`src/servo_cmd_pkg.sv`:
```
package servo_cmd_pkg;

  // ****************************************
  // Clock and timing
  // ****************************************
  localparam longint unsigned CLK_HZ         = 64'd200_000_000;
  localparam longint unsigned NV_RATE_SEC    = 64'd3600;
  localparam longint unsigned NV_RATE_CYCLES = NV_RATE_SEC * CLK_HZ;
  localparam int unsigned     NV_WRITE_LIMIT = 100_000;
  localparam int unsigned     REPLY_TIMEOUT  = 1024;

  // ****************************************
  // Link field widths
  // ****************************************
  localparam int CMD_W  = 8;
  localparam int DNO_W  = 8;
  localparam int DATA_W = 32;
  localparam int MODE_W = 4;

  // ****************************************
  // Command codes and data numbers
  // ****************************************
  localparam logic [CMD_W-1:0] CMD_TBL_POS   = 8'hC0;
  localparam logic [CMD_W-1:0] CMD_TBL_SPD   = 8'hC6;
  localparam logic [CMD_W-1:0] CMD_TBL_ACC   = 8'hC7;
  localparam logic [CMD_W-1:0] CMD_TBL_DEC   = 8'hC8;
  localparam logic [CMD_W-1:0] CMD_TBL_DWELL = 8'hCA;
  localparam logic [CMD_W-1:0] CMD_TBL_AUX   = 8'hCB;
  localparam logic [CMD_W-1:0] CMD_GRP_WR    = 8'h9F;
  localparam logic [CMD_W-1:0] CMD_GRP_RD    = 8'h1F;
  localparam logic [CMD_W-1:0] CMD_MON_RD    = 8'h02;

  localparam logic [DNO_W-1:0] DNO_TBL_FIRST = 8'h01;
  localparam logic [DNO_W-1:0] DNO_TBL_LAST  = 8'hFF;
  localparam logic [DNO_W-1:0] DNO_GROUP     = 8'h00;
  localparam logic [DNO_W-1:0] DNO_ABS_PULSE = 8'h90;
  localparam logic [DNO_W-1:0] DNO_ABS_CMD   = 8'h91;

  // ****************************************
  // Write mode digit and group data layout
  // ****************************************
  localparam logic [MODE_W-1:0] MODE_NV_RAM   = 4'h0;
  localparam logic [MODE_W-1:0] MODE_RAM_ONLY = 4'h1;

  localparam int GRP_CODE_LSB  = 0;
  localparam int GRP_CODE_W    = 3;
  localparam int GRP_REPLY_BIT = 4;
  localparam logic [GRP_CODE_W-1:0] GRP_NONE = 3'h0;
  localparam logic [GRP_CODE_W-1:0] GRP_LAST = 3'h6;

  // ****************************************
  // Types
  // ****************************************
  typedef enum logic [3:0] {
    OP_TBL_POS   = 4'h0,
    OP_TBL_SPD   = 4'h1,
    OP_TBL_ACC   = 4'h2,
    OP_TBL_DEC   = 4'h3,
    OP_TBL_DWELL = 4'h4,
    OP_TBL_AUX   = 4'h5,
    OP_GRP_WR    = 4'h6,
    OP_GRP_RD    = 4'h7,
    OP_ABS_PULSE = 4'h8,
    OP_ABS_CMD   = 4'h9
  } op_t;

  typedef enum logic [1:0] {
    ST_IDLE = 2'b00,
    ST_SEND = 2'b01,
    ST_WAIT = 2'b11,
    ST_DONE = 2'b10
  } state_t;

endpackage : servo_cmd_pkg

```
`src/nv_write_guard.sv`:
```
`timescale 1ns/10ps
`default_nettype none

// Decides whether a table write may touch the nonvolatile copy.
module nv_write_guard #(
  parameter longint unsigned RATE_CYCLES = servo_cmd_pkg::NV_RATE_CYCLES,
  parameter int unsigned     LIMIT       = servo_cmd_pkg::NV_WRITE_LIMIT
) (
  input  wire logic        clk,
  input  wire logic        rstN,
  input  wire logic        wantNv,
  input  wire logic        commit,
  output logic             allowNv,
  output logic             exhausted,
  output logic [31:0]      nvCount
);
  import servo_cmd_pkg::*;

  logic [63:0] rateCnt_q;
  logic        recent_q;
  logic [31:0] nvCount_q;

  // ****************************************
  // One-hour window after each nonvolatile write
  // ****************************************
  // rate window
  always_ff @(posedge clk or negedge rstN) begin
    if (!rstN) begin
      rateCnt_q <= 64'h0000_0000_0000_0000;
      recent_q  <= 1'b0;
    end else if (commit && allowNv) begin
      rateCnt_q <= 64'h0000_0000_0000_0000;
      recent_q  <= 1'b1;
    end else if (recent_q) begin
      if (rateCnt_q >= RATE_CYCLES - 64'd1) begin
        recent_q <= 1'b0;
      end
      rateCnt_q <= rateCnt_q + 64'd1;
    end
  end

  // ****************************************
  // Endurance count
  // ****************************************
  // endurance budget
  always_ff @(posedge clk or negedge rstN) begin
    if (!rstN) begin
      nvCount_q <= 32'h0000_0000;
    end else if (commit && allowNv) begin
      nvCount_q <= nvCount_q + 32'd1;
    end
  end

  // Saturating budget: once spent, every later write until the next reset is demoted to RAM only
  assign exhausted = (nvCount_q >= LIMIT);
  // demote frequent
  assign allowNv   = wantNv && !recent_q && !exhausted;
  assign nvCount   = nvCount_q;

endmodule : nv_write_guard

`default_nettype wire

```
`src/servo_cmd_host.sv`:
```
`timescale 1ns/10ps
`default_nettype none

// Contract
// Position write: code C0, entry 01..FF
// Speed write: code C6, entry 01..FF
// Acceleration write: code C7, entry 01..FF
// Deceleration write: code C8, entry 01..FF
// Dwell write: code CA, entry 01..FF
// Auxiliary write: code CB, entry 01..FF
// Mode digit 0 nonvolatile+RAM, 1 RAM only
// Frequent changes within an hour use RAM
// Keep nonvolatile writes below one hundred thousand (guard allows NV_WRITE_LIMIT writes, and reset clears the count)
// Every station holds its group assignment
// Group write: code 9F, number 00
// Group read: code 1F, number 00
// Group read returns stored group setting
// Pulse position read: code 02, number 90
// Pulse position returned in motor pulses
// Pulse position wraps beyond 8192 revolutions
// Command position read: code 02, number 91
// Command position returned in command units
// Group data: code 0..6 plus reply flag
module servo_cmd_host #(
  parameter longint unsigned NV_RATE_CYC = servo_cmd_pkg::NV_RATE_CYCLES,
  parameter int unsigned     NV_LIMIT    = servo_cmd_pkg::NV_WRITE_LIMIT,
  parameter int unsigned     TIMEOUT_CYC = servo_cmd_pkg::REPLY_TIMEOUT
) (
  input  wire logic                                  clk,
  input  wire logic                                  rst_n,
  // User request side
  input  wire logic                                  reqValid,
  output logic                                       reqReady,
  input  wire servo_cmd_pkg::op_t                    reqOp,
  input  wire logic [servo_cmd_pkg::DNO_W-1:0]       reqEntry,
  input  wire logic [servo_cmd_pkg::DATA_W-1:0]      reqValue,
  input  wire logic                                  reqRamOnly,
  input  wire logic [servo_cmd_pkg::GRP_CODE_W-1:0]  reqGroup,
  input  wire logic                                  reqGroupReply,
  output logic                                       respValid,
  output logic [servo_cmd_pkg::DATA_W-1:0]           respData,
  output logic                                       respErr,
  output logic                                       respDemoted,
  output logic [31:0]                                nvWriteCount,
  output logic                                       nvExhausted,
  // Link toward the station
  output logic                                       linkReq,
  output logic [servo_cmd_pkg::CMD_W-1:0]            linkCmd,
  output logic [servo_cmd_pkg::DNO_W-1:0]            linkDataNo,
  output logic [servo_cmd_pkg::DATA_W-1:0]           linkData,
  output logic [servo_cmd_pkg::MODE_W-1:0]           linkMode,
  input  wire logic                                  linkAck,
  input  wire logic [servo_cmd_pkg::DATA_W-1:0]      linkRdData,
  input  wire logic                                  linkErr
);
  import servo_cmd_pkg::*;

  // ****************************************
  // Decoding helpers
  // ****************************************
  function automatic logic isTableWrite(input op_t op);
    case (op)
      OP_TBL_POS, OP_TBL_SPD, OP_TBL_ACC,
      OP_TBL_DEC, OP_TBL_DWELL, OP_TBL_AUX: isTableWrite = 1'b1;
      default:                              isTableWrite = 1'b0;
    endcase
  endfunction : isTableWrite

  function automatic logic [CMD_W-1:0] opToCmd(input op_t op);
    case (op)
      // position code
      OP_TBL_POS:   opToCmd = CMD_TBL_POS;
      // speed code
      OP_TBL_SPD:   opToCmd = CMD_TBL_SPD;
      // acceleration code
      OP_TBL_ACC:   opToCmd = CMD_TBL_ACC;
      // deceleration code
      OP_TBL_DEC:   opToCmd = CMD_TBL_DEC;
      // dwell code
      OP_TBL_DWELL: opToCmd = CMD_TBL_DWELL;
      // auxiliary code
      OP_TBL_AUX:   opToCmd = CMD_TBL_AUX;
      // group write code
      OP_GRP_WR:    opToCmd = CMD_GRP_WR;
      // group read code
      OP_GRP_RD:    opToCmd = CMD_GRP_RD;
      // monitor read code
      default:      opToCmd = CMD_MON_RD;
    endcase
  endfunction : opToCmd

  function automatic logic [DNO_W-1:0] opToDataNo(input op_t op, input logic [DNO_W-1:0] entry);
    case (op)
      OP_GRP_WR, OP_GRP_RD: opToDataNo = DNO_GROUP;
      // pulse position number
      OP_ABS_PULSE:         opToDataNo = DNO_ABS_PULSE;
      // command position number
      OP_ABS_CMD:           opToDataNo = DNO_ABS_CMD;
      default:              opToDataNo = entry;
    endcase
  endfunction : opToDataNo

  function automatic logic opKnown(input op_t op);
    opKnown = (op <= OP_ABS_CMD);
  endfunction : opKnown

  // ****************************************
  // Reset release
  // ****************************************
  logic rstSync1_q;
  logic rstSync2_q;
  logic rstN_i;

  always_ff @(posedge clk or negedge rst_n) begin
    if (!rst_n) begin
      rstSync1_q <= 1'b0;
      rstSync2_q <= 1'b0;
    end else begin
      rstSync1_q <= 1'b1;
      rstSync2_q <= rstSync1_q;
    end
  end
  assign rstN_i = rstSync2_q;

  // ****************************************
  // Request check and nonvolatile guard
  // ****************************************
  logic                 take;
  logic                 reqBad;
  logic                 wantNv;
  logic                 allowNv;
  logic                 guardCommit;
  logic                 exhausted;
  logic [31:0]          nvCount;
  logic [DATA_W-1:0]    grpWord;
  state_t               state_q;

  assign take = reqValid && reqReady;

  // entry range
  assign reqBad = !opKnown(reqOp) ||
                  (isTableWrite(reqOp) && (reqEntry < DNO_TBL_FIRST || reqEntry > DNO_TBL_LAST)) ||
                  // group code range
                  (reqOp == OP_GRP_WR && reqGroup > GRP_LAST);

  assign wantNv      = isTableWrite(reqOp) && !reqRamOnly;
  assign guardCommit = take && !reqBad && isTableWrite(reqOp);

  // group data layout
  always_comb begin
    grpWord = '0;
    grpWord[GRP_CODE_LSB +: GRP_CODE_W] = reqGroup;
    grpWord[GRP_REPLY_BIT]              = reqGroupReply;
  end

  nv_write_guard #(
    .RATE_CYCLES (NV_RATE_CYC),
    .LIMIT       (NV_LIMIT)
  ) u_guard (
    .clk       (clk),
    .rstN      (rstN_i),
    .wantNv    (wantNv),
    .commit    (guardCommit),
    .allowNv   (allowNv),
    .exhausted (exhausted),
    .nvCount   (nvCount)
  );

  // ****************************************
  // Transfer sequencer
  // ****************************************
  logic [31:0] waitCnt_q;
  logic        timedOut;

  assign timedOut = (waitCnt_q >= TIMEOUT_CYC - 1);

  always_ff @(posedge clk or negedge rstN_i) begin
    if (!rstN_i) begin
      state_q <= ST_IDLE;
    end else begin
      case (state_q)
        ST_IDLE: begin
          if (take) begin
            state_q <= reqBad ? ST_DONE : ST_SEND;
          end
        end
        ST_SEND: state_q <= ST_WAIT;
        ST_WAIT: begin
          if (linkAck || timedOut) begin
            state_q <= ST_DONE;
          end
        end
        ST_DONE: state_q <= ST_IDLE;
        default: state_q <= ST_IDLE;
      endcase
    end
  end

  // Bounded wait so a silent station cannot hang the host
  always_ff @(posedge clk or negedge rstN_i) begin
    if (!rstN_i) begin
      waitCnt_q <= 32'h0000_0000;
    end else if (state_q == ST_WAIT) begin
      waitCnt_q <= waitCnt_q + 32'd1;
    end else begin
      waitCnt_q <= 32'h0000_0000;
    end
  end

  // ****************************************
  // Link fields, held for the whole transfer
  // ****************************************
  logic              linkReq_q;
  logic [CMD_W-1:0]  linkCmd_q;
  logic [DNO_W-1:0]  linkDataNo_q;
  logic [DATA_W-1:0] linkData_q;
  logic [MODE_W-1:0] linkMode_q;
  logic              demoted_q;

  always_ff @(posedge clk or negedge rstN_i) begin
    if (!rstN_i) begin
      linkCmd_q    <= 8'h00;
      linkDataNo_q <= 8'h00;
      linkData_q   <= 32'h0000_0000;
      linkMode_q   <= MODE_NV_RAM;
      demoted_q    <= 1'b0;
    end else if (take && !reqBad) begin
      linkCmd_q    <= opToCmd(reqOp);
      linkDataNo_q <= opToDataNo(reqOp, reqEntry);
      // group assignment written
      linkData_q   <= (reqOp == OP_GRP_WR) ? grpWord :
                      isTableWrite(reqOp) ? reqValue : 32'h0000_0000;
      // write mode digit
      linkMode_q   <= allowNv ? MODE_NV_RAM : MODE_RAM_ONLY;
      // demoted report
      demoted_q    <= wantNv && !allowNv;
    end
  end

  always_ff @(posedge clk or negedge rstN_i) begin
    if (!rstN_i) begin
      linkReq_q <= 1'b0;
    end else if (state_q == ST_SEND) begin
      linkReq_q <= 1'b1;
    end else if (state_q == ST_WAIT && (linkAck || timedOut)) begin
      linkReq_q <= 1'b0;
    end
  end

  // ****************************************
  // Answer to the user
  // ****************************************
  logic              reqReady_q;
  logic              respValid_q;
  logic [DATA_W-1:0] respData_q;
  logic              respErr_q;
  logic              respDemoted_q;
  logic              badHeld_q;
  logic [31:0]       nvCount_q;
  logic              exhausted_q;

  always_ff @(posedge clk or negedge rstN_i) begin
    if (!rstN_i) begin
      reqReady_q <= 1'b0;
    end else begin
      reqReady_q <= (state_q == ST_IDLE) && !take;
    end
  end

  always_ff @(posedge clk or negedge rstN_i) begin
    if (!rstN_i) begin
      badHeld_q <= 1'b0;
    end else if (take) begin
      badHeld_q <= reqBad;
    end
  end

  always_ff @(posedge clk or negedge rstN_i) begin
    if (!rstN_i) begin
      respValid_q   <= 1'b0;
      respData_q    <= 32'h0000_0000;
      respErr_q     <= 1'b0;
      respDemoted_q <= 1'b0;
    end else begin
      respValid_q <= 1'b0;
      if (state_q == ST_DONE && badHeld_q) begin
        respValid_q   <= 1'b1;
        respData_q    <= 32'h0000_0000;
        respErr_q     <= 1'b1;
        respDemoted_q <= 1'b0;
      end else if (state_q == ST_WAIT && (linkAck || timedOut)) begin
        respValid_q   <= 1'b1;
        // reply passthrough
        // raw wrapped count kept
        respData_q    <= linkAck ? linkRdData : 32'h0000_0000;
        respErr_q     <= !linkAck || linkErr;
        respDemoted_q <= demoted_q;
      end
    end
  end

  always_ff @(posedge clk or negedge rstN_i) begin
    if (!rstN_i) begin
      nvCount_q   <= 32'h0000_0000;
      exhausted_q <= 1'b0;
    end else begin
      nvCount_q   <= nvCount;
      exhausted_q <= exhausted;
    end
  end

  assign reqReady     = reqReady_q;
  assign respValid    = respValid_q;
  assign respData     = respData_q;
  assign respErr      = respErr_q;
  assign respDemoted  = respDemoted_q;
  assign nvWriteCount = nvCount_q;
  assign nvExhausted  = exhausted_q;
  assign linkReq      = linkReq_q;
  assign linkCmd      = linkCmd_q;
  assign linkDataNo   = linkDataNo_q;
  assign linkData     = linkData_q;
  assign linkMode     = linkMode_q;

endmodule : servo_cmd_host

`default_nettype wire

```
`config.mk`:
```
export PLATFORM = sky130hd
export DESIGN_NAME = servo_cmd_host
export DESIGN_NICKNAME = d
export VERILOG_FILES = /design/src/servo_cmd_pkg.sv /design/src/nv_write_guard.sv /design/src/servo_cmd_host.sv
export SDC_FILE = /design/constraint.sdc
export NUM_CORES = 1
export LEC_CHECK = 0
export ABC_AREA = 1
export BUFFER_PORTS_ARGS = -buffer_cell sky130_fd_sc_hd__buf_2
export CORE_AREA = 5 5 191 119
export DETAILED_ROUTE_END_ITERATION = 7
export DIE_AREA = 0 0 196 124
export GPL_ROUTABILITY_DRIVEN = 0
export PLACE_DENSITY_LB_ADDON = 0.3
export SKIP_CTS_REPAIR_TIMING = 1
export SLEW_MARGIN = 10
export SYNTH_ARGS = -nofsm -noshare
export SYNTH_HDL_FRONTEND = slang
export SYNTH_SLANG_ARGS = --single-unit
```
`constraint.sdc`:
```
create_clock -name clk -period 15.9 [get_ports clk]
set_input_delay 2.385 -clock clk [delete_from_list [all_inputs] [get_ports clk]]
set_output_delay 2.385 -clock clk [all_outputs]
set_load 0.03 [all_outputs]
```
==> Yosys cells after proc, flatten, opt, wreduce, memory -nomap -nowiden <==
Memory sizes are Yosys's and may differ from the RTL's.
Index checks and enable logic that the tools add are counted.
{ "totals": {"regBits": 257, "romBits": 56, "word_cells": 108, "memories": 1} }
{ "mem_list": {"columns": ["memory", "words", "width", "read_ports", "rd_clocked_by_memory_dff", "wr", "line_no", "text"], "rows": [
  ["(no name shown)", 8, 7, 1, 0, 0, "servo_cmd_host.sv:70", "case (op)"]
]} }
{ "op_classes": {"addsub": 3, "magnitude_cmp": 7, "n_eq_ne": 14, "mux": 28, "reduce_logical": 34} }
{ "ops": {"columns": ["op", "count"], "rows": [
  ["two-way mux 32 bit", 6],
  ["two-way mux 64 bit", 2],
  ["adder 32 x 1 -> 32 bit, second input constant", 2],
  ["adder 64 x 1 -> 64 bit, second input constant", 1],
  ["greater-or-equal comparator 64 x 40 -> 1 bit, second input constant", 1],
  ["greater-or-equal comparator 32 x 10 -> 1 bit, second input constant", 1],
  ["greater-or-equal comparator 32 x 17 -> 1 bit, second input constant", 1],
  ["case mux 8 bit (3 select lines)", 1],
  ["equality test 4 x 3 -> 1 bit, second input constant", 4],
  ["two-way mux 1 bit", 14],
  ["logical AND 1 bit", 13],
  ["equality test 4 x 2 -> 1 bit, second input constant", 2],
  ["equality test 4 bit, second input constant", 2],
  ["greater-than comparator 8 bit, second input constant", 1],
  ["zero test 1 bit", 8],
  ["less-than comparator 8 x 1 -> 1 bit, second input constant", 1],
  ["two-way mux 8 bit", 1],
  ["case mux 2 bit (4 select lines)", 1],
  ["two-way mux 2 bit", 3],
  ["nonzero test 2 bit", 3],
  ["OR reduction 6 bit", 1],
  ["logical OR 1 bit", 5],
  ["equality test 2 bit, second input constant", 2],
  ["equality test 4 x 1 -> 1 bit, second input constant", 1],
  ["other kinds (8)", 9]
]} }

==> Depth between registers and ports, before layout <==
Gate-level depths: netlist (run 1).
{ "logic_depth": {"word_depth": 11, "mapped_depth": 13, "mapped_depth_nobuf": 12} }

==> Modules after synthesis <==
From an unflattened synthesis (run 1), not the netlist that was laid out.
{ "hier_totals": {"cells_unflattened": 1654, "hier_area_um2": 12848.6} }
{ "by_module_without_submodules": {"columns": ["module", "n_inst", "cells_each", "area_each_um2"], "rows": [
  ["servo_cmd_host", 1, 752, 6658.9],
  ["nv_write_guard", 1, 902, 6189.7]
]} }

==> Worst setup path before layout (run 1) <==
OpenSTA, ideal clock, no wires.
{ "synth_path": {"path_type": "input-to-reg", "startpoint": "input reqOp[0]", "endpoint": "register u_guard.rateCnt_q[49]", "arrival_time_ps": 3656, "required_time_ps": 15782, "setup_slack_ps": 12126, "stages": 12, "path_buffers": 1, "path_cell_list": "inv_1 ha_1 o21ai_2 nand2_1 nand2_1 nor2_1 nand2_1 nor2_2 nand2_4 inv_4 buf_4 nor2_1"} }
{ "synth_via": {"elab_chain_cells": 11, "elab_cells_between_ends": 24, "cone_classes": "order compare: 1; eq/ne: 6; mux: 2; reduce/logical: 15"} }
{ "synth_lines": {"columns": ["element", "line_no", "text"], "rows": [
  ["from (decl)", "servo_cmd_host.sv:34", "input wire servo_cmd_pkg::op_t reqOp,"],
  ["equality test 4 x 1 -> 1 bit, or another cell as far along", "servo_cmd_host.sv:62", "case (op)"],
  ["OR reduction 6 bit", "servo_cmd_host.sv:62", null],
  ["two-way mux 1 bit", "servo_cmd_host.sv:62", null],
  ["logical AND 1 bit", "servo_cmd_host.sv:142", "(isTableWrite(reqOp) && (reqEntry < DNO_TBL_FIRST || reqEntry > DNO_TBL_LAST)) ||"],
  ["logical OR 1 bit", "servo_cmd_host.sv:141", "assign reqBad = !opKnown(reqOp) ||"],
  ["logical OR 1 bit", "servo_cmd_host.sv:142", null],
  ["zero test 1 bit", "servo_cmd_host.sv:147", "assign guardCommit = take && !reqBad && isTableWrite(reqOp);"],
  ["logical AND 1 bit (2 in a row)", "servo_cmd_host.sv:147", null],
  ["logical AND 1 bit *", "nv_write_guard.sv:31", "end else if (commit && allowNv) begin"],
  ["two-way mux 64 bit / nonzero test 2 bit (equally long branches)", null, null],
  ["to (signal assigned)", "nv_write_guard.sv:38", "rateCnt_q <= rateCnt_q + 64'd1;"],
  ["to (decl)", "nv_write_guard.sv:19", "logic [63:0] rateCnt_q;"]
]} }
Every way passes the cells marked *; elsewhere a longest branch is shown, timed or not.
A chain may end at the register's enable or synchronous reset.

==> Final worst setup path (run 1) <==
{ "layout_path": {"startpoint": "input reqOp[0]", "endpoint": "register u_guard.nvCount_q[12], in the netlist u_guard.nvCount[12]"} }
{ "layout_via": {"elab_chain_cells": 10, "elab_cells_between_ends": 22, "cone_classes": "order compare: 1; eq/ne: 6; mux: 1; reduce/logical: 14"} }
{ "layout_lines": {"columns": ["element", "line_no", "text"], "rows": [
  ["equality test 4 x 1 -> 1 bit, or another cell as far along", "servo_cmd_host.sv:62", null],
  ["OR reduction 6 bit", "servo_cmd_host.sv:62", null],
  ["two-way mux 1 bit", "servo_cmd_host.sv:62", null],
  ["logical AND 1 bit", "servo_cmd_host.sv:142", null],
  ["logical OR 1 bit", "servo_cmd_host.sv:141", null],
  ["logical OR 1 bit", "servo_cmd_host.sv:142", null],
  ["zero test 1 bit", "servo_cmd_host.sv:147", null],
  ["logical AND 1 bit (2 in a row)", "servo_cmd_host.sv:147", null],
  ["logical AND 1 bit *", "nv_write_guard.sv:49", "end else if (commit && allowNv) begin"],
  ["to (signal assigned)", "nv_write_guard.sv:50", "nvCount_q <= nvCount_q + 32'd1;"],
  ["to (decl)", "nv_write_guard.sv:21", "logic [31:0] nvCount_q;"]
]} }
Marks and branches as above.

==> reports/results.txt, run 1 <==
Per report_power, the clock group accounts for 26.9% of the total. The detailed-route vias per instance was 5.53. The tools report the cell at the root of the clock tree as clkbuf_16. Between clock sinks in the finished design, the worst skew comes to 11.0 ps. The maximum number of pins on one net before global-route repair came out at 74. The flow ran to the end, and the final reports show no timing, DRC or antenna violations. The region available for standard cell placement spans 0.0207 mm2.

The power density over the cells was 151 mW/mm2; the total routing resource utilization after global routing was 27.2%. The tools report the origin of the critical flop-to-flop path as reqReady. The end of the worst register-to-register path was u_guard.nvCount[12].

Setup repair after global routing left no endpoint under its margin. For this run the aggregate overflow at the end of global routing stands at 0. The critical-path cell with the highest stage delay was inv_4. The final hold violation count is 0, and the power share of the combinational group is 31.4%. The mapped cell area is 0.0123 mm2.

Row generation in the floorplan step produced 41 rows. The number of flops mapped to enable cells by yosys is 0, and the post-detailed-placement half-perimeter wirelength is 23400 um. At the pin with the least slew margin, the transition time is 941 ps. The net count of the finished layout is 1789. The first routing iteration left 1121 violations. The height of the chip is 124 um, and the portion of synthesized cell area occupied by the leading cell type is 51.5%.

The depth of the worst register-to-register path was 8. The tightest min-delay check is of the reg2async type. For the number of warning messages in the yosys log, the log shows 0. The number of max-slew violations in the final report came out at 0.

Synthesis produced a netlist whose cell count is 1517. The first global-routing pass estimated 54100 um of wire. Main flop type after synthesis: dfrtp_1. In this run switching power makes up 39.4% of total power. Number of antenna violations at the first check in global routing: 0.

VDD sags by at most 0.114 mV. STA puts the critical path data required time at 16330 ps. The net switching power came out at 0.844 mW. The clock-pin slew on the worst setup and hold paths works out to 70 ps. The cell that appears most often on the critical path is nand2_4. The final route contains 11000 vias.

The die is 196 um wide. Synthesis instantiated 48 different standard cells from the library. The first detailed-routing pass took 7 iterations. The worst path meets setup with 11090 ps of slack. Max-cap violations in this run came to 0.

The finished cells cover 0.0142 mm2. For this run, the number of standard cells in the final layout without fillers is 1989. The run gives 10400 as the number of global-route vias before repair.

The share of the yosys chip area belonging to registers is 51.5%, and the count of buffer and inverter cells on the critical path is 4. In this run the tool buffered the top-level ports with 203 buffer cells. After detailed routing, the average wire length per cell comes to 16.4 um. The run gives 1 as the CTS H-tree depth. The synthesis-to-layout area growth was 15.4%; the clock latency on the worst-skew pair was 520 ps.

The tools report the effective utilization at floorplan as 59.3%. For the number of cells after detailed placement, the log shows 1947. The run gives 253 as the total clock sinks. The delay of the slowest cell on the worst path is 640 ps. The endpoint class of the critical path is a flop.

The clock period minus worst slack was 4810 ps. The worst setup path is launched from an input port. TritonCTS built the clock tree. Along the worst path, the maximum fanout reaches 63. In the synthesized netlist, the cells that appear most often are nand2_1, dfrtp_1, nor2_1. The most numerous cell in the Yosys netlist was nand2_1. The logs give 208 for the total I/O pin count and 7.24 nW for the leakage component of the power.

Setup violations remaining at the end of the flow were counted as 0. The pre-CTS setup slack came out at 10600 ps. Fill cells in the final layout number 1712.

The average instance in the mapped netlist occupies 8.10 um2. Once detail routing completed, the nets flagged for antenna violations numbered 0. The worst pin sits at a relative slew slack of 37.3%. The number of antenna diodes in the final layout is 0. Library cell occupying the most area in the post-synthesis netlist: dfrtp_1.

On the critical path the largest part of the delay comes from buffers and inverters. Cell internal power was estimated by the tool at 1.30 mW. After detailed routing, the number of remaining DRC violations is 0. The share of post-route cells with drive strength above 1 is 17.0%.

After synthesis, the share of flip-flops with an asynchronous set or reset is 100%. Type of the worst setup path: in2reg. For the fmax, the log shows 0.208 GHz.

The reg2reg setup slack is 13310 ps, and the total wirelength of the detailed-routed design is 32700 um. Ranked by total cell area, the synthesized netlist is headed by dfrtp_1, nand2_1, nor2_1, nand3_1, inv_1. The instance area after placement was 0.0134 mm2; the aggregate negative setup slack was 0 ps.

Data arrives at the worst endpoint at 5240 ps. Traced cell by cell, the critical path runs through buf_2 > inv_1 > ha_1 > nand2_4 > nor2_1 > nor2_2 > nand4_1 > inv_2 > nand2_4 > inv_4 > nand2_1 > o21ai_0. Register share of total power: 41.7%. Once layout is complete, the utilization of the core stands at 68.4%.

In this run the deepest clock path goes through 3 buffers. The number of clock buffers inserted by TritonCTS was 23. The tools report the total die area as 0.0243 mm2.

The final period utilization is 30.3%, and the number of synthesized register bits is 253.
==> power groups by stage <==
stage                     combinational, mW  clock (mW)  sequential (mW)
final                                 0.673       0.577            0.894
after global routing                  0.743       0.614            0.913
after CTS                             0.673       0.584            0.890
after detailed placement              0.670           0            0.896
after global placement                0.652           0            0.894
after floorplan                       0.324           0             1.03
==> state kept, by name (all words and copies together) (netlist names), 2 cells and up <==
name               count
u_guard.rateCnt_q     64
linkData              32
nvWriteCount          32
state_q                2
u_guard.nvCount       32
waitCnt_q             32
linkCmd                7
respData              32
linkDataNo             8
==> kinds of logic (layout without fill, tap and decap cells) <==
logic type	after synthesis	count (layout)	share of synthesized area, %
AO/OA/AOI/OAI	76	76	3.55
buffers and inverters	189	379	6.53
adder cells (fa/ha/maj)	10	10	1.02
flip-flops	253	253	51.5
other	2	5	0.0611
XOR/XNOR	62	62	4.42
AND/OR/NAND/NOR	925	925	32.9
==> worst max-delay path by stage <==
stage,startpoint,endpoint,slack (ps),cells past startpoint
final,reqOp[0],u_guard.nvCount[12],11090,12
after detailed placement,reqOp[0],u_guard.nvCount[7],10600,11
after global placement,reqOp[0],u_guard.nvCount[7],10740,11
after CTS,reqOp[0],u_guard.nvCount[12],11100,12
after floorplan,rstN_i,badHeld_q,8330,0
after global routing,reqOp[0],u_guard.nvCount[12],10860,12
==> layer usage <==
metal / wire [um] / global-route usage (%) / vias to the layer above
li1: - / - / 5195
met1: 14900 / 41.0 / 5247
met2: 13800 / 41.2 / 527
met3: 3520 / 6.70 / 31
met4: 454 / 4.23 / 0
met5: 0 / 0 / -
==> cell type report <==
cell class,instances,area (um2),area share [%]
clock buffers,35,691,4.87
multi-input cells,1078,5160,36.4
well taps,279,349,2.46
flip-flops and latches,253,6330,44.7
inverters,129,492,3.47
clock inverters,7,97.6,0.688
repair buffers,208,1050,7.43
==> worst register-to-register path, cell delays in order (launching register included) <==
cell	delay (ps)
dfrtp_1	350
nand2_1	170
inv_1	170
nand4_1	140
inv_2	400
nand2_4	370
inv_4	640
nand2_1	150
o21ai_0	110
==> metrics by stage <==
| step | hold slack [ps] | total power, mW |
|---|---|---|
| 2_1_floorplan | 331 | 1.36 |
| 3_3_place_gp | 334 | 1.55 |
| 3_5_place_dp | 336 | 1.57 |
| 4_1_cts | 350 | 2.15 |
| 5_1_grt | 366 | 2.27 |
| 6_report | 347 | 2.14 |
==> layout by cell type (no fill, tap or decap), types with 4 or more instances in the layout <==
cell and count:
ha_1 10, nand2_2 5, a21oi_1 19, inv_1 123
nor2_4 4, conb_1 5, nand3_1 173, o21ai_1 12
o21ai_0 23, clkbuf_8 7, xnor2_1 22, clkbuf_1 5
o21bai_1 4, o211ai_1 4, dfrtp_1 252, buf_2 203
nand2_1 393, nor2_2 15, nand4_1 35, xor2_1 40
clkbuf_16 23, nor2_1 233, buf_4 5, nor3_1 41
nor4_1 6
No activity file was read; power rests on OpenSTA's default activity.
==> run 2, diff against run 1 <==
--- a/config.mk
+++ b/config.mk
@@ -7,9 +7,9 @@
 export LEC_CHECK = 0
 export ABC_AREA = 1
 export BUFFER_PORTS_ARGS = -buffer_cell sky130_fd_sc_hd__buf_2
-export CORE_AREA = 5 5 191 119
+export CORE_AREA = 5 5 207 129
 export DETAILED_ROUTE_END_ITERATION = 7
-export DIE_AREA = 0 0 196 124
+export DIE_AREA = 0 0 212 134
 export GPL_ROUTABILITY_DRIVEN = 0
 export PLACE_DENSITY_LB_ADDON = 0.3
 export SKIP_CTS_REPAIR_TIMING = 1
==> constraint.sdc (replaced) <==
create_clock -name clk -period 4.3 [get_ports clk]
set_input_delay 0.645 -clock clk [delete_from_list [all_inputs] [get_ports clk]]
set_output_delay 0.645 -clock clk [all_outputs]
set_load 0.03 [all_outputs]
==> run 2 against run 1 <==
Compared with the run above: sequential power grew to 3.7 times the previous value; critical path depth is 6 lower; final area is 1.3% higher; sequential share of layout area is 0.56 points lower; critical path type is now reg2reg; largest cell class unchanged; largest power group unchanged.
==> reports/results.txt, run 2 (synthesis results as in run 1) <==
The flow ran to the end, and the final reports show no timing, DRC or antenna violations. The switching power as a share of total power was 39.3% (-0.074 points); the number of global-route vias before repair was 9788 (-6.1%). The tools report the largest buffer count on any clock path as 3 (unchanged).

Leaving out fill and tap cells, the most frequent cells in the layout are nand2_1, dfrtp_1, nor2_1. TritonCTS built the clock tree. The number of flip-flops in the largest register was 64 (unchanged); the number of nets with antenna violations after routing was 0 (unchanged). Worst hold path class: reg2async. The final hold violation count was 0 (unchanged); the required time of the critical path was 4690 ps (-11640 ps).

For the total I/O pin count, the log shows 208 (unchanged). The largest driver fanout on the critical path was 63 (unchanged); the aggregate negative setup slack was 0 ps (unchanged). The via total after detailed routing was 10700 (-2.6%); the remaining routing DRC violations was 0 (unchanged).

The total clock sinks was 253 (unchanged); the register share of total power was 40.8% (-0.9 points). The synthesis-to-layout area growth is 16.9%, and the clock tree skew after final layout is 19.6 ps (+8.62 ps). For the count of endpoints failing setup in the final report, the log shows 0 (unchanged). The share of post-route cells with drive strength above 1 was 17.5% (+0.46 points); the total area of multi-input combinational cells was 0.00516 mm2 (unchanged).

Register ranked first by flip-flop count: u_guard.rateCnt_q. Number of max-slew violations in the final report: 0 (unchanged). The detailed router's first-iteration violation count is 1118 (-0.27%). The floorplan core area was 0.0247 mm2 (+19%). For the effective utilization at floorplan, the log shows 49.7% (-9.6 points). Most common cell after layout, fill and taps aside: nand2_1. The global route total overflow was 0 (unchanged); the post-detailed-placement half-perimeter wirelength was 23500 um (+0.33%).

The slew at the pin closest to its max-slew limit was 891 ps (-49.9 ps); the power share of the combinational group was 30.9% (-0.5 points). The internal power was 4.90 mW (+280%). The number of clock buffers inserted by TritonCTS is 25 (+8.7%), and the net switching power is 3.17 mW (+280%). The power density over the cells is 562 mW/mm2 (+270%), and the quantity of I/O buffers inserted on ports is 203 (unchanged). The total wirelength of the detailed-routed design was 32600 um (-0.23%).

The leakage component of the power came out at 7.29 nW (+0.79%). The net count of the finished layout is 1793 (+0.22%). The run gives 0.00633 mm2 (unchanged) as the flip-flop and latch area.

The average wire per cell in the routed design came out at 15.9 um (-3.0%). The final period utilization was 60.2%. The final non-filler cell total is 2046 (+2.9%), and the clock group share of total power is 28.4% (+1.5 points). The height of the chip works out to 134 um (+8.1%).

The die outline width was 212 um (+8.2%). The run gives 0 (unchanged) as the count of maximum capacitance violations. The number of cells after detailed placement was 1998 (+2.6%). STA classifies the critical path startpoint as a flop. The tools report the reg2reg setup slack as 1710 ps (-11600 ps). The tools report the total routing resource utilization after global routing as 22.7% (-4.5 points).

The worst setup path is of the reg2reg kind. Timing would allow up to 0.386 GHz. For the length of the first detailed-routing pass in iterations, the log shows 6 (-1). The row count is 45 (+9.8%), and the detailed-route vias per instance is 5.23 (-5.3%).

The clock-pin slew on the worst setup and hold paths was 70 ps (about the same); the wire length of the first global-routing pass was 52500 um (-2.9%). The tools report the number of antenna violations at the first check in global routing as 2 (+2). The tools report the maximum number of pins on one net before global-route repair as 148 (+100%).

The worst setup path is captured at a flop. The clock period minus worst slack is 2590 ps, and the number of inserted filler cells in the final layout is 2195 (+28%). The tools report the max-slew headroom at the worst pin as 40.5% (+3.2 points).

Setup repair after global routing left no endpoint under its margin. The total die area was 0.0284 mm2 (+17%); the data arrival time of the critical path was 2980 ps (-2260 ps). The clock latency on the worst-skew pair was 550 ps (+30 ps). The root buffer cell chosen for the clock tree is clkbuf_16. The maximum vdd drop was 0.501 mV (+340%).

The logs give 1 (unchanged) for the CTS H-tree depth and 58.1% (-10 points) for the fraction of the core area covered by cells at the end of the flow.
## run 2: power groups by stage
stage,clock network (mW),registers [mW],logic [mW]
floorplan,0,3.82,1.20
global placement,0,3.30,2.44
detailed placement,0,3.30,2.48
CTS,2.35,3.28,2.49
global route,2.45,3.35,2.75
finish,2.29,3.29,2.49
## run 2: critical path, cell delays in order (launching register included)
cell	delay [ps]
dfrtp_1	550
inv_1	500
nand2_1	140
nor2_2	190
nand2_4	270
inv_4	600
nor2_1	120
## run 2: per-layer routing
layer  track usage, %  part of all wire (%)  vias up
li1                 -                     -     5203
met1             36.9                    48     4996
met2             30.4                    39      473
met3             5.96                    11       36
met4             4.22                   1.7        2
met5                0                 0.043        -
## run 2: path summary, 6_finish.rpt
| kind | to | cells after the start | from |
|---|---|---|---|
| min in group clk | linkData[11] | 3 | reqValue[11] |
| min reg2reg | linkData[12] | 0 | rstN_i |
| min | linkData[12] | 0 | rstN_i |
| max | u_guard.rateCnt_q[28] | 6 | u_guard.recent_q |
| max reg2reg | u_guard.rateCnt_q[28] | 6 | u_guard.recent_q |
| max in group asynchronous | waitCnt_q[12] | 1 | rstN_i |
## run 2: final cells by class
class	instances	area share, %
Antenna cell	1	0.0174
Inverter	129	3.42
Sequential cell	253	44.1
Tap cell	329	2.87
Timing Repair Buffer	210	7.55
Clock inverter	13	1.02
Clock buffer	33	5.05
Multi-Input combinational cell	1078	36.0
## run 2: stage by stage
step	power, mW	area [um2]	hold slack [ps]	setup slack (ps)
after floorplan	5.02	12300	331	148
after global placement	5.74	13500	338	1270
after detailed placement	5.79	13500	342	1190
after CTS	8.11	14300	-153	1750
after global routing	8.55	14400	316	1520
final	8.07	14400	323	1710
